$ cat src/verilog/dtpwm_defines.svh
// register offsets, field positions and reset values of the dual timer pin block
`ifndef DTPWM_DEFINES_SVH
`define DTPWM_DEFINES_SVH

// ----------------------------------------
// register byte offsets
// ----------------------------------------
`define DTPWM_ADR_CTRL1 8'h00
`define DTPWM_ADR_CTRL2 8'h04
`define DTPWM_ADR_PINA 8'h08
`define DTPWM_ADR_PINB 8'h0C
`define DTPWM_ADR_IRQ1 8'h10
`define DTPWM_ADR_IRQ2 8'h14
`define DTPWM_ADR_PSRUN 8'h18
`define DTPWM_ADR_PSLOAD 8'h1C
`define DTPWM_ADR_T1LOAD 8'h20
`define DTPWM_ADR_T1HIGH 8'h24
`define DTPWM_ADR_T2LOAD 8'h28
`define DTPWM_ADR_T2HIGH 8'h2C
`define DTPWM_ADR_RESTORE 8'h30
`define DTPWM_ADR_FLAGS 8'h34
`define DTPWM_ADR_SKIP 8'h38
`define DTPWM_ADR_STATUS 8'h3C

// ----------------------------------------
// field positions
// ----------------------------------------
`define DTPWM_SRC_LO 0
`define DTPWM_SRC_HI 1
`define DTPWM_BIT_RUN 2
`define DTPWM_BIT_PWM 3
`define DTPWM_BIT_EDGE 0
`define DTPWM_BIT_GATE 2
`define DTPWM_BIT_PINF 3
`define DTPWM_BIT_PSRUN 0
`define DTPWM_BIT_IEN 0

// ----------------------------------------
// reset values
// ----------------------------------------
`define DTPWM_RST_CTRL 4'h0
`define DTPWM_RST_GATE 1'b1

`endif

$ cat src/verilog/dtpwm_pkg.sv
// types shared by the dual timer pin block
package dtpwm_pkg;
	// count source selection, low two bits of a timer control register
	typedef enum logic [1:0] {
		DTPWM_SRC_CLK = 2'h0,
		DTPWM_SRC_PS = 2'h1,
		DTPWM_SRC_PIN = 2'h2,
		DTPWM_SRC_OFF = 2'h3
	} dtpwm_src_t;
	typedef logic [3:0] dtpwm_ctrl_t;
endpackage : dtpwm_pkg

$ cat src/verilog/dtpwm_tmr_if.sv
// link between the pin/control logic and one timer channel
`timescale 1ns/100ps
interface dtpwm_tmr_if #(
	parameter int W = 8
);
	logic tick;
	logic run;
	logic pwm_mode;
	logic load;
	logic restore;
	logic high_wr;
	logic [W-1:0] wdata;
	logic [W-1:0] count;
	logic underflow;
	logic pwm_high;
	modport ctl (
		output tick, run, pwm_mode, load, restore, high_wr, wdata,
		input count, underflow, pwm_high
	);
	modport tmr (
		input tick, run, pwm_mode, load, restore, high_wr, wdata,
		output count, underflow, pwm_high
	);
endinterface : dtpwm_tmr_if

$ cat src/verilog/dtpwm_timer.sv
// one auto-reload down counter with low/high reload pair for pwm
`timescale 1ns/100ps
module dtpwm_timer
	import dtpwm_pkg::*;
#(
	parameter int W = 8
) (
	input wire logic clk_i,
	input wire logic rst_i,
	dtpwm_tmr_if.tmr tb
);
	logic [W-1:0] cnt_ff;
	logic [W-1:0] low_rl_ff;
	logic [W-1:0] high_rl_ff;
	logic high_ff;
	logic uf;

	// underflow is the count pulse that finds zero
	assign uf = tb.run & tb.tick & (cnt_ff == '0);
	assign tb.underflow = uf;
	assign tb.count = cnt_ff;
	assign tb.pwm_high = high_ff;

	// ----------------------------------------
	// counter and reload pair
	// ----------------------------------------
	always_ff @(posedge clk_i) begin
		if (rst_i) begin
			cnt_ff <= '0;
			low_rl_ff <= '0;
		end else if (tb.load) begin
			cnt_ff <= tb.wdata;
			low_rl_ff <= tb.wdata;
		end else if (tb.restore) begin
			cnt_ff <= low_rl_ff;
		end else if (uf) begin
			// alternate reloads give the low and high lengths
			if (tb.pwm_mode && !high_ff) begin
				cnt_ff <= high_rl_ff;
			end else begin
				cnt_ff <= low_rl_ff;
			end
		end else if (tb.run && tb.tick) begin
			cnt_ff <= cnt_ff - W'(1);
		end
	end

	// high reload may be written while running
	always_ff @(posedge clk_i) begin
		if (rst_i) begin
			high_rl_ff <= '0;
		end else if (tb.high_wr) begin
			high_rl_ff <= tb.wdata;
		end
	end

	// pwm phase flips on each underflow while pwm is on
	always_ff @(posedge clk_i) begin
		if (rst_i) begin
			high_ff <= 1'b0;
		end else if (tb.load || tb.restore) begin
			high_ff <= 1'b0;
		end else if (uf) begin
			high_ff <= tb.pwm_mode & ~high_ff;
		end
	end
endmodule : dtpwm_timer

$ cat src/verilog/dtpwm_top.sv
// dual 8-bit timer pin selection, pwm output and underflow flags
//
// Our own choices: the Wishbone slave port and the register offsets.
`timescale 1ns/100ps
`include "dtpwm_defines.svh"

module dtpwm_top
	import dtpwm_pkg::*;
#(
	parameter int W = 8
) (
	input wire logic clk_i,
	input wire logic rst_i,
	input wire logic wb_cyc_i,
	input wire logic wb_stb_i,
	input wire logic wb_we_i,
	input wire logic [7:0] wb_adr_i,
	input wire logic [3:0] wb_sel_i,
	input wire logic [31:0] wb_dat_i,
	output logic [31:0] wb_dat_o,
	output logic wb_ack_o,
	input wire logic shared_timer_pin_a_i,
	output logic shared_timer_pin_a_o,
	output logic shared_timer_pin_a_oe_n_o,
	input wire logic shared_timer_pin_b_i,
	output logic shared_timer_pin_b_o,
	output logic shared_timer_pin_b_oe_n_o,
	input wire logic [1:0] irq_taken_i,
	output logic [1:0] timer_irq_o
);
	// ----------------------------------------
	// elaboration check
	// ----------------------------------------
	generate
		if (W < 2 || W > 8) begin : g_bad_w
			$error("timer width must be 2 to 8 bits");
		end
	endgenerate

	// ----------------------------------------
	// declarations
	// ----------------------------------------
	dtpwm_ctrl_t ctrl_ff [2];
	dtpwm_ctrl_t pend_val_ff [2];
	logic [1:0] pend_ff;
	dtpwm_ctrl_t pin_a_ctrl_ff;
	dtpwm_ctrl_t pin_b_ctrl_ff;
	logic [1:0] irq_en_ff;
	logic ps_run_ff;
	logic [W-1:0] ps_cnt_ff;
	logic [W-1:0] ps_rl_ff;
	logic ps_tick;
	logic [1:0] flag_ff;
	logic [1:0] nxt_flag;
	logic gate_ff;
	logic [1:0] sync1_ff;
	logic [1:0] sync2_ff;
	logic [1:0] prev_ff;
	logic [1:0] pin_edge;
	logic [1:0] uf;
	logic [1:0] high;
	logic [1:0] tick;
	logic [W-1:0] cnt [2];
	logic ack_ff;
	logic [31:0] dat_ff;
	logic acc;
	logic take;
	logic [7:0] wadr;
	logic [7:0] rdata;
	logic [1:0] wr_ctrl;
	logic [1:0] wr_load;
	logic [1:0] wr_high;
	logic [1:0] restore;
	logic skip_rd;
	logic [1:0] edge_sel;

	// ----------------------------------------
	// wishbone slave
	// ----------------------------------------
	// one wait state: data is registered and the write commits with ack
	assign acc = wb_cyc_i & wb_stb_i;
	assign take = acc & ack_ff;
	assign wadr = {wb_adr_i[7:2], 2'h0};
	assign wb_ack_o = ack_ff;
	assign wb_dat_o = dat_ff;

	always_ff @(posedge clk_i) begin
		if (rst_i) begin
			ack_ff <= 1'b0;
		end else begin
			ack_ff <= acc & ~ack_ff;
		end
	end

	// read data is captured in the request cycle and stands with ack
	always_ff @(posedge clk_i) begin
		if (rst_i) begin
			dat_ff <= 32'h0;
		end else if (acc && !ack_ff) begin
			dat_ff <= {24'h0, rdata};
		end
	end

	// write strobes, byte lane 0 only; upper lanes hold no bits
	always_comb begin
		wr_ctrl = 2'h0;
		wr_load = 2'h0;
		wr_high = 2'h0;
		restore = 2'h0;
		if (take && wb_we_i && wb_sel_i[0]) begin
			case (wadr)
				`DTPWM_ADR_CTRL1: wr_ctrl[0] = 1'b1;
				`DTPWM_ADR_CTRL2: wr_ctrl[1] = 1'b1;
				`DTPWM_ADR_T1LOAD: wr_load[0] = 1'b1;
				`DTPWM_ADR_T2LOAD: wr_load[1] = 1'b1;
				`DTPWM_ADR_T1HIGH: wr_high[0] = 1'b1;
				`DTPWM_ADR_T2HIGH: wr_high[1] = 1'b1;
				`DTPWM_ADR_RESTORE: restore = wb_dat_i[1:0];
				default: wr_ctrl = 2'h0;
			endcase
		end
	end

	// a read of the skip register acts as the skip test
	assign skip_rd = take & ~wb_we_i & (wadr == `DTPWM_ADR_SKIP);

	// read mux; unmapped words answer zero
	always_comb begin
		rdata = 8'h0;
		case (wadr)
			`DTPWM_ADR_CTRL1: rdata = {4'h0, ctrl_ff[0]};
			`DTPWM_ADR_CTRL2: rdata = {4'h0, ctrl_ff[1]};
			`DTPWM_ADR_PINA: rdata = {4'h0, pin_a_ctrl_ff};
			`DTPWM_ADR_PINB: rdata = {4'h0, pin_b_ctrl_ff};
			`DTPWM_ADR_IRQ1: rdata = {7'h0, irq_en_ff[0]};
			`DTPWM_ADR_IRQ2: rdata = {7'h0, irq_en_ff[1]};
			`DTPWM_ADR_PSRUN: rdata = {7'h0, ps_run_ff};
			`DTPWM_ADR_PSLOAD: rdata = 8'(ps_rl_ff);
			`DTPWM_ADR_T1LOAD: rdata = 8'(cnt[0]);
			`DTPWM_ADR_T2LOAD: rdata = 8'(cnt[1]);
			`DTPWM_ADR_FLAGS: rdata = {6'h0, flag_ff};
			`DTPWM_ADR_SKIP: rdata = {6'h0, flag_ff};
			`DTPWM_ADR_STATUS: rdata = {3'h0, gate_ff, pend_ff, high};
			default: rdata = 8'h0;
		endcase
	end

	// ----------------------------------------
	// pin and interrupt control registers
	// ----------------------------------------
	always_ff @(posedge clk_i) begin
		if (rst_i) begin
			pin_a_ctrl_ff <= `DTPWM_RST_CTRL;
			pin_b_ctrl_ff <= `DTPWM_RST_CTRL;
			irq_en_ff <= 2'h0;
		end else if (take && wb_we_i && wb_sel_i[0]) begin
			case (wadr)
				`DTPWM_ADR_PINA: pin_a_ctrl_ff <= wb_dat_i[3:0];
				`DTPWM_ADR_PINB: pin_b_ctrl_ff <= wb_dat_i[3:0];
				`DTPWM_ADR_IRQ1: irq_en_ff[0] <= wb_dat_i[`DTPWM_BIT_IEN];
				`DTPWM_ADR_IRQ2: irq_en_ff[1] <= wb_dat_i[`DTPWM_BIT_IEN];
				default: irq_en_ff <= irq_en_ff;
			endcase
		end
	end

	// ----------------------------------------
	// prescaler on the instruction clock
	// ----------------------------------------
	assign ps_tick = ps_run_ff & (ps_cnt_ff == '0);

	always_ff @(posedge clk_i) begin
		if (rst_i) begin
			ps_run_ff <= 1'b0;
			ps_cnt_ff <= '0;
			ps_rl_ff <= '0;
		end else begin
			if (take && wb_we_i && wb_sel_i[0] && wadr == `DTPWM_ADR_PSRUN) begin
				ps_run_ff <= wb_dat_i[`DTPWM_BIT_PSRUN];
			end
			// loading a running prescaler is not guarded
			if (take && wb_we_i && wb_sel_i[0] && wadr == `DTPWM_ADR_PSLOAD) begin
				ps_cnt_ff <= wb_dat_i[W-1:0];
				ps_rl_ff <= wb_dat_i[W-1:0];
			end else if (ps_tick) begin
				ps_cnt_ff <= ps_rl_ff;
			end else if (ps_run_ff) begin
				ps_cnt_ff <= ps_cnt_ff - W'(1);
			end
		end
	end

	// ----------------------------------------
	// pin input synchronisers and edge pick
	// ----------------------------------------
	// index 0 is pin a, index 1 is pin b
	assign edge_sel = {pin_b_ctrl_ff[`DTPWM_BIT_EDGE], pin_a_ctrl_ff[`DTPWM_BIT_EDGE]};

	always_ff @(posedge clk_i) begin
		if (rst_i) begin
			sync1_ff <= 2'h0;
			sync2_ff <= 2'h0;
			prev_ff <= 2'h0;
		end else begin
			sync1_ff <= {shared_timer_pin_b_i, shared_timer_pin_a_i};
			sync2_ff <= sync1_ff;
			prev_ff <= sync2_ff;
		end
	end

	// edge bit one picks rising, zero picks falling
	assign pin_edge = (edge_sel & sync2_ff & ~prev_ff)
		| (~edge_sel & ~sync2_ff & prev_ff);

	// ----------------------------------------
	// timer channels
	// ----------------------------------------
	generate
		for (genvar i = 0; i < 2; i++) begin : g_ch
			dtpwm_tmr_if #(.W(W)) tif ();
			dtpwm_src_t src;

			assign src = dtpwm_src_t'(ctrl_ff[i][`DTPWM_SRC_HI:`DTPWM_SRC_LO]);

			// timer one takes pin b, timer two takes pin a
			always_comb begin
				case (src)
					DTPWM_SRC_CLK: tick[i] = 1'b1;
					DTPWM_SRC_PS: tick[i] = ps_tick;
					DTPWM_SRC_PIN: tick[i] = pin_edge[1-i];
					default: tick[i] = 1'b0;
				endcase
			end

			assign tif.tick = tick[i];
			assign tif.run = ctrl_ff[i][`DTPWM_BIT_RUN];
			assign tif.pwm_mode = ctrl_ff[i][`DTPWM_BIT_PWM];
			assign tif.load = wr_load[i];
			assign tif.restore = restore[i];
			assign tif.high_wr = wr_high[i];
			assign tif.wdata = wb_dat_i[W-1:0];
			assign uf[i] = tif.underflow;
			assign high[i] = tif.pwm_high;
			assign cnt[i] = tif.count;

			dtpwm_timer #(.W(W)) u_tmr (
				.clk_i(clk_i),
				.rst_i(rst_i),
				.tb(tif.tmr)
			);

			// control writes, and hence stops, wait out a pwm high phase
			always_ff @(posedge clk_i) begin
				if (rst_i) begin
					ctrl_ff[i] <= `DTPWM_RST_CTRL;
					pend_ff[i] <= 1'b0;
					pend_val_ff[i] <= `DTPWM_RST_CTRL;
				end else if (wr_ctrl[i]) begin
					if (high[i]) begin
						pend_ff[i] <= 1'b1;
						pend_val_ff[i] <= wb_dat_i[3:0];
					end else begin
						ctrl_ff[i] <= wb_dat_i[3:0];
						pend_ff[i] <= 1'b0;
					end
				end else if (pend_ff[i] && !high[i]) begin
					ctrl_ff[i] <= pend_val_ff[i];
					pend_ff[i] <= 1'b0;
				end
			end

		end
	endgenerate

	// ----------------------------------------
	// underflow flags
	// ----------------------------------------
	// a new underflow wins over a clear in the same cycle
	always_comb begin
		nxt_flag = uf;
		for (int k = 0; k < 2; k++) begin
			if (!(irq_taken_i[k] || (skip_rd && !irq_en_ff[k]))) begin
				nxt_flag[k] = nxt_flag[k] | flag_ff[k];
			end
		end
	end

	always_ff @(posedge clk_i) begin
		if (rst_i) begin
			flag_ff <= 2'h0;
		end else begin
			flag_ff <= nxt_flag;
		end
	end

	// request lines to the core only in interrupt mode
	assign timer_irq_o = flag_ff & irq_en_ff;

	// ----------------------------------------
	// second pwm gate driven by timer one
	// ----------------------------------------
	always_ff @(posedge clk_i) begin
		if (rst_i) begin
			gate_ff <= `DTPWM_RST_GATE;
		end else if (!ctrl_ff[0][`DTPWM_BIT_RUN]) begin
			gate_ff <= `DTPWM_RST_GATE;
		end else if (pin_b_ctrl_ff[`DTPWM_BIT_GATE] && uf[0]) begin
			gate_ff <= ~gate_ff;
		end
	end

	// ----------------------------------------
	// pin drivers
	// ----------------------------------------
	// output enables are low while the pin carries pwm
	always_ff @(posedge clk_i) begin
		if (rst_i) begin
			shared_timer_pin_a_o <= 1'b0;
			shared_timer_pin_a_oe_n_o <= 1'b1;
			shared_timer_pin_b_o <= 1'b0;
			shared_timer_pin_b_oe_n_o <= 1'b1;
		end else begin
			shared_timer_pin_a_oe_n_o <= ~pin_a_ctrl_ff[`DTPWM_BIT_PINF];
			shared_timer_pin_a_o <= pin_a_ctrl_ff[`DTPWM_BIT_PINF] & high[0];
			shared_timer_pin_b_oe_n_o <= ~pin_b_ctrl_ff[`DTPWM_BIT_PINF];
			shared_timer_pin_b_o <= pin_b_ctrl_ff[`DTPWM_BIT_PINF] & high[1]
				& (gate_ff | ~pin_b_ctrl_ff[`DTPWM_BIT_GATE]);
		end
	end
endmodule : dtpwm_top
$ cat config.mk
export PLATFORM = sky130hd
export DESIGN_NAME = dtpwm_top
export DESIGN_NICKNAME = d
export VERILOG_FILES = /design/src/verilog/dtpwm_pkg.sv /design/src/verilog/dtpwm_tmr_if.sv /design/src/verilog/dtpwm_timer.sv /design/src/verilog/dtpwm_top.sv
export VERILOG_INCLUDE_DIRS = /design/src /design/src/verilog
export SDC_FILE = /design/constraint.sdc
export NUM_CORES = 1
export LEC_CHECK = 0
export BUFFER_PORTS_ARGS = -buffer_cell sky130_fd_sc_hd__buf_2
export CORE_UTILIZATION = 47
export CTS_BUF_LIST = sky130_fd_sc_hd__clkbuf_4 sky130_fd_sc_hd__clkbuf_8
export CTS_CLUSTER_SIZE = 24
export DETAILED_ROUTE_END_ITERATION = 8
export PLACE_DENSITY = 0.68
export SLEW_MARGIN = 20
export SYNTH_ARGS = -nofsm -noshare
export SYNTH_HDL_FRONTEND = slang
export SYNTH_SLANG_ARGS = --single-unit
$ cat constraint.sdc
create_clock -name clk_i -period 3.35 [get_ports clk_i]
set_input_delay 0.67 -clock clk_i [delete_from_list [all_inputs] [get_ports clk_i]]
set_output_delay 0.67 -clock clk_i [all_outputs]
set_load 0.005 [all_outputs]
==> results.yml, run 1 <==
setup_path:
  startpoint_type: "flip-flop"
  cp_max_fo: 6
  rr_endpoint: "g_ch[1].u_tmr.tb.count[6]"
  worstSetupPathType: "reg2reg"
  crit_path_end_kind: "flip-flop"
  critPathCapture: "g_ch[1].u_tmr.tb.count[6]"
  r2r_start: "ps_cnt_ff[0]"
  r2r_cells: 8
  crit_start: "ps_cnt_ff[0]"
  critical_path_arrival_ns: 3.14
  rrSetupSlack_ns: 0.53
  worstPathRequired_ns: 3.67
place:
  place_hpwl_um: 11900
  placed_area_mm2: 0.00637
  place_congestion: 0.918
  post-place-ws_ns: 0.511
  io_buffers: 38
clocking:
  htree_levels: 4
  cts_resized: 0
  cts_made_buffers: 17
  ctsHoldBuffers: 0
  clockRootBuffer: "clkbuf_8"
  cts_tree: "built"
  path_clk_slew_ns: 0.07
  clock_sinks: 117
  clk_latency_ns: 0.45
  cts_buffer_depth: 2
  post_cts_buffers: 0
route:
  via_per_inst: 5.88
  highest_layer: "met4"
  wirelength_um: 17000
  wl_per_cell_um: 17.9
  drt_iter0_markers: 540
  met3_length_um: 1380
  vias: 5593
  drtPass1Iterations: 7
  route.met2.wl_um: 7560
  met1_length_um: 7510
  drtAntennaViolNets: 0
  drc: 0
global_routing:
  grt_antenna_before_repair: 0
  grt_start_max_net_pins: 68
  grt_overflow: 0
  grt_pass1_vias: 5063
  gr-usage-all-layers_pct: 26.8
  grt_pass1_wl_um: 26900
synthesis:
  ys_ff_latch: 117
  yosysWarnings: 0
  synth_top_area_share_pct: 33.1
  yosys.area_share.simple_pct: 25.0
  synthCells: 734
  syn_area_per_cell_um2: 8.32
  ys.flop_type: "dfxtp_1"
  ys_types: 70
  synth_area_leaders: "dfxtp_1, edfxtp_1, nand2_1"
  ys_seq_area_share_pct: 41.0
  synth.most_common_cell: "nand2_1"
  synthAdderAreaFrac_pct: 0.819
  synthMuxAreaShare_pct: 7.21
  yosys.area_share.xor_xnor_pct: 1.43
  yosys-top-cells-count: "nand2_1, dfxtp_1, nor2_1, a21oi_1, mux2i_1"
  synth_top_area_cell: "dfxtp_1"
  syn_area_mm2: 0.00611
  synth_top_family_by_area: "simple AND/OR/NAND/NOR gates"
  async_flop_share_pct: 0
  synth_edf_count: 16
  synth_compound_area_share_pct: 18.0
timing:
  finalMaxSlewViolations: 0
  slew_headroom_pct: 47.1
  hold_viol: 0
  worst_slack_ns: 0.533
  tightest_slew_ns: 0.785
  tns_ns: 0
  period_minus_slack_ns: 2.82
  max_freq_ghz: 0.355
  rsz0062_at_grt: "no"
  clock_skew_ns: 0.0149
  period_share_pct: 84.1
  setup_viol: 0
power_and_ir_drop:
  powerDensity_mw_per_mm2: 471
  power_w: 0.00321
  ir_drop_mv: 0.289
  leakage_nw: 2.48
cells_and_area:
  seq_area_mm2: 0.00250
  fin_util_pct: 53.8
  nFillCells: 1179
  stdcell_area_mm2: 0.00682
  syn2layout_area_growth_pct: 11.6
  multi_input_area_mm2: 0.00330
  drive_gt1_share_pct: 14.2
  diodes: 0
  nNetsFinal: 824
die:
  fp.dieArea_mm2: 0.0135
  core_area_mm2: 0.0127
  rows: 41
  ios: 92
  die_w_um: 116
  die_h_um: 116
  start_util_pct: 48.2
min_path:
  min_path_cells: 2
  hold_path_class: "in2reg"
run_status:
  status: "completed"
flow_run:
  max-cap-violations: 0
-- per-stage QoR --
stage / instances / hold WS, ns
2_1_floorplan: 757 / 0.391
3_3_place_gp: 920 / 0.416
3_5_place_dp: 920 / 0.427
4_1_cts: 952 / 0.419
5_1_grt: 952 / 0.432
6_report: 952 / 0.436
-- registers in the layout, summed over array words and instances, names as in the netlist, 8 cells and up --
signal                 flops
g_ch.u_tmr.high_rl_ff     16
g_ch.u_tmr.low_rl_ff      16
g_ch.u_tmr.tb.count       16
ctrl_ff                    8
pend_val_ff                8
ps_cnt_ff                  8
ps_rl_ff                   8
wb_dat_o                   8
-- cell families after synthesis --
group           Yosys count
compound gates          171
xor+xnor                 10
fa+ha+maj                 4
buf+inv                  74
flops                   117
mux                      43
other cells               1
simple gates            314
-- report_power, final --
part / switching (W) / total, W / internal [W] / leakage (nW)
clock: 0.000569 / 0.00146 / 0.000891 / 0.226
combinational: 0.000175 / 0.000280 / 0.000104 / 1.27
sequential: 0.0000271 / 0.00147 / 0.00145 / 0.983
-- metal layers --
metal	global-route usage, %	vias to the layer above
met4	12.9	0
met3	5.33	42
met5	0	-
met2	41.0	293
li1	-	2633
met1	36.2	2625
-- how the worst min path moves through the flow --
| stage | endpoint | slack [ns] | from |
|---|---|---|---|
| after floorplan | shared_timer_pin_b_oe_n_o | 0.39 | pin_b_ctrl_ff[3] |
| after global placement | sync2_ff[0] | 0.42 | sync1_ff[0] |
| after detailed placement | shared_timer_pin_b_oe_n_o | 0.43 | pin_b_ctrl_ff[3] |
| after CTS | sync1_ff[0] | 0.42 | shared_timer_pin_a_i |
| after global routing | sync1_ff[1] | 0.43 | shared_timer_pin_b_i |
| final | sync1_ff[1] | 0.44 | shared_timer_pin_b_i |
-- area by class of cell --
cell class	instances	area share, %
Tap cell	172	3.16
Multi-Input combinational cell	566	48.4
Clock inverter	9	2.20
Timing Repair Buffer	54	4.59
Sequential cell	117	36.7
Clock buffer	23	4.37
Inverter	11	0.606
-- worst max-delay path, stage by stage, from the launching register on --
cell and delay, ns:
dfxtp_1 0.35, inv_1 0.09, ha_1 0.21, or3b_2 0.52, nor4_1 0.32, o21ai_0 0.36
nor4bb_1 0.53, mux2i_1 0.23, a21oi_1 0.08
-- cells in the final DEF (no fill, tap or decap), types with 7 or more instances in the layout --
master,synthesis,layout
mux2_2,8,8
a21oi_1,66,66
conb_1,1,24
o21ai_0,22,22
mux2i_1,35,35
nor2_1,76,76
nand3_1,23,23
a211oi_1,11,11
inv_1,11,11
buf_2,0,37
dfxtp_1,101,101
edfxtp_1,16,16
clkbuf_8,0,20
a22oi_1,12,12
buf_4,25,17
or3_1,7,7
nor2b_1,17,17
a311oi_1,9,9
and2_1,13,13
nand2b_1,11,11
nor3_1,23,23
nand2_1,103,103
o211ai_1,7,7
Power figures use the tool's default switching activity.
==> run 2: changes to the inputs <==
--- a/config.mk
+++ b/config.mk
@@ -11,7 +11,7 @@
 export CTS_BUF_LIST = sky130_fd_sc_hd__clkbuf_4 sky130_fd_sc_hd__clkbuf_8
 export CTS_CLUSTER_SIZE = 24
 export DETAILED_ROUTE_END_ITERATION = 8
-export PLACE_DENSITY = 0.68
+export PLACE_DENSITY = 0.7
 export SLEW_MARGIN = 20
 export SYNTH_ARGS = -nofsm -noshare
 export SYNTH_HDL_FRONTEND = slang
==> constraint.sdc (replaced) <==
create_clock -name clk_i -period 2.31 [get_ports clk_i]
set_input_delay 0.462 -clock clk_i [delete_from_list [all_inputs] [get_ports clk_i]]
set_output_delay 0.462 -clock clk_i [all_outputs]
set_load 0.005 [all_outputs]
==> run 2 against run 1 <==
  * Core utilization increased by 2.7 points
  * Via count increased by 3.2%
  * Flip-flop and latch count unchanged
  * Register-to-register slack got worse by 0.37 ns
  * Combinational power increased by 60%
  * Count of clock-buffer cells in the layout increased by 4
  * Design area increased by 5.1%
  * Critical endpoint is now gate_ff
==> results.yml, run 2 (synthesis results as in run 1) <==
run_status:
  status: "completed"
clocking:
  path_clk_slew_ns: 0.07
  cts_buffer_depth: 2
  post_cts_buffers: 0
  htree_levels: 4
  ctsHoldBuffers: 0
  clock_sinks: 117
  clk_latency_ns: 0.45
  cts_tree: "built"
  clockRootBuffer: "clkbuf_8"
  cts_made_buffers: 17
global_routing:
  grt_pass1_vias: 5559
  grt_overflow: 0
  grt_antenna_before_repair: 0
  gr-usage-all-layers_pct: 27.7
  grt_start_max_net_pins: 78
  grt_pass1_wl_um: 27900
cells_and_area:
  nNetsFinal: 874
  diodes: 0
  final_common_cell: "nand2_1"
  nFillCells: 1165
  final_cell_mix: "nand2_1, dfxtp_1, nor2_1"
  seq_area_mm2: 0.00250
  multi_input_area_mm2: 0.00335
  drive_gt1_share_pct: 20.4
  stdcell_count: 1002
  syn2layout_area_growth_pct: 17.3
die:
  die_h_um: 116
  start_util_pct: 48.2
  core_area_mm2: 0.0127
  fp.dieArea_mm2: 0.0135
  rows: 41
  ios: 92
  die_w_um: 116
min_path:
  hold_path_class: "in2reg"
power_and_ir_drop:
  p_comb_share_pct: 10.5
  cell_internal_pwr_w: 0.00319
  switching_share_pct: 25.6
  leakage_nw: 2.70
  powerDensity_mw_per_mm2: 598
  clkPwrFrac_pct: 39.7
  seqPwrFrac_pct: 49.9
  ir_drop_mv: 0.331
  p_sw_w: 0.00110
setup_path:
  cp_max_fo: 4
  cp_cell_sequence: "inv_1 -> ha_2 -> or3b_4 -> nor4_4 -> buf_4 -> o21ai_1 -> buf_4 -> nor2_1 -> xor2_1 -> or3_1"
  worstSetupPathType: "reg2reg"
  critical_path_arrival_ns: 2.49
  critical_path.slowest_cell: "or3b_4"
  crit_path_end_kind: "flip-flop"
  startpoint_type: "flip-flop"
  worstPathRequired_ns: 2.65
  path_common_cell: "buf_4"
  worst_path_largest_cell_delay_ns: 0.42
flow_run:
  max-cap-violations: 0
timing:
  max_freq_ghz: 0.466
  finalMaxSlewViolations: 0
  worst_slack_ns: 0.164
  slew_headroom_pct: 52.9
  clock_skew_ns: 0.0113
  setup_viol: 0
  period_share_pct: 92.9
  period_minus_slack_ns: 2.15
  tightest_slew_ns: 0.704
  tns_ns: 0
  hold_viol: 0
  rsz0062_at_grt: "no"
route:
  wirelength_um: 17200
  drtAntennaViolNets: 0
  wl_per_cell_um: 17.2
  drtPass1Iterations: 5
  vias: 5771
  drt_iter0_markers: 557
  drc: 0
  via_per_inst: 5.76
place:
  post-place-ws_ns: -0.118
  place_hpwl_um: 12400
  placed_cells: 970
  place_congestion: 0.937
  io_buffers: 38
==> run 2: cell types whose count changed in the layout (fill, tap and decap cells not counted), moves of 2 or more <==
cell	previous run	this run
buf_4	17	66
nor4_1	4	2
clkinvlp_4	2	0
nor3_2	0	2
bufinv_16	4	0
clkinv_2	3	5
clkbuf_4	3	7
nor3_1	23	21
==> run 2: worst paths after layout <==
kind / end / cells after the start / slack (ns) / from
setup / recovery: gate_ff / 10 / 0.16 / ps_cnt_ff[1]
setup reg to reg: gate_ff / 10 / 0.16 / ps_cnt_ff[1]
hold / removal: sync1_ff[1] / 2 / 0.22 / shared_timer_pin_b_i
hold reg to reg: sync2_ff[0] / 1 / 0.44 / sync1_ff[0]
==> run 2: area by class of cell <==
| cell class | count | share of cell area, % |
|---|---|---|
| multi-input cells | 566 | 46.8 |
| flip-flops and latches | 117 | 34.9 |
| repair buffers | 104 | 9.78 |
| clock buffers | 27 | 4.57 |
| well taps | 172 | 3.00 |
| inverters | 11 | 0.576 |
| clock inverters | 5 | 0.349 |
==> run 2: timing repair <==
action | CTS | global route
pin swaps | 1 | 1
gates resized for setup | 6 | 4
endpoints found under the setup margin | 6 | 5
==> run 2: worst max-delay path: cells and delay by family (launching register included) <==
family,cells,cell delay (ns)
and+or+nand+nor,4,0.98
buffers and inverters,3,0.41
DFF,1,0.31
adders and majority gates,1,0.18
AOI/OAI and AO/OA,1,0.10
xor gates and xnor gates,1,0.07
==> run 2: layer usage <==
metal | vias to the layer above | GRT usage, % | share of wire, %
li1 | 2732 | - | -
met1 | 2695 | 35.1 | 42
met2 | 292 | 44.0 | 46
met3 | 52 | 6.80 | 8.0
met4 | 0 | 13.8 | 3.6
met5 | - | 0 | 0
==> run 2: power groups by stage <==
stage / registers, W / clock network, W / logic [W]
5_1_grt: 0.00214 / 0.00182 / 0.000498
4_1_cts: 0.00214 / 0.00173 / 0.000441
6_report: 0.00214 / 0.00170 / 0.000449
3_3_place_gp: 0.00218 / 0 / 0.000429
2_1_floorplan: 0.00217 / 0 / 0.000317
3_5_place_dp: 0.00218 / 0 / 0.000438
==> run 2: stage by stage <==
stage / hold slack [ns] / utilization, % / power [W] / cell area, µm²
final: 0.220 / 56.6 / 0.00429 / 7170
after global routing: 0.199 / 56.6 / 0.00446 / 7170
after CTS: 0.203 / 56.4 / 0.00430 / 7150
after detailed placement: 0.423 / 53.4 / 0.00262 / 6770
after global placement: 0.416 / 53.4 / 0.00261 / 6770
after floorplan: 0.391 / - / 0.00249 / 6210
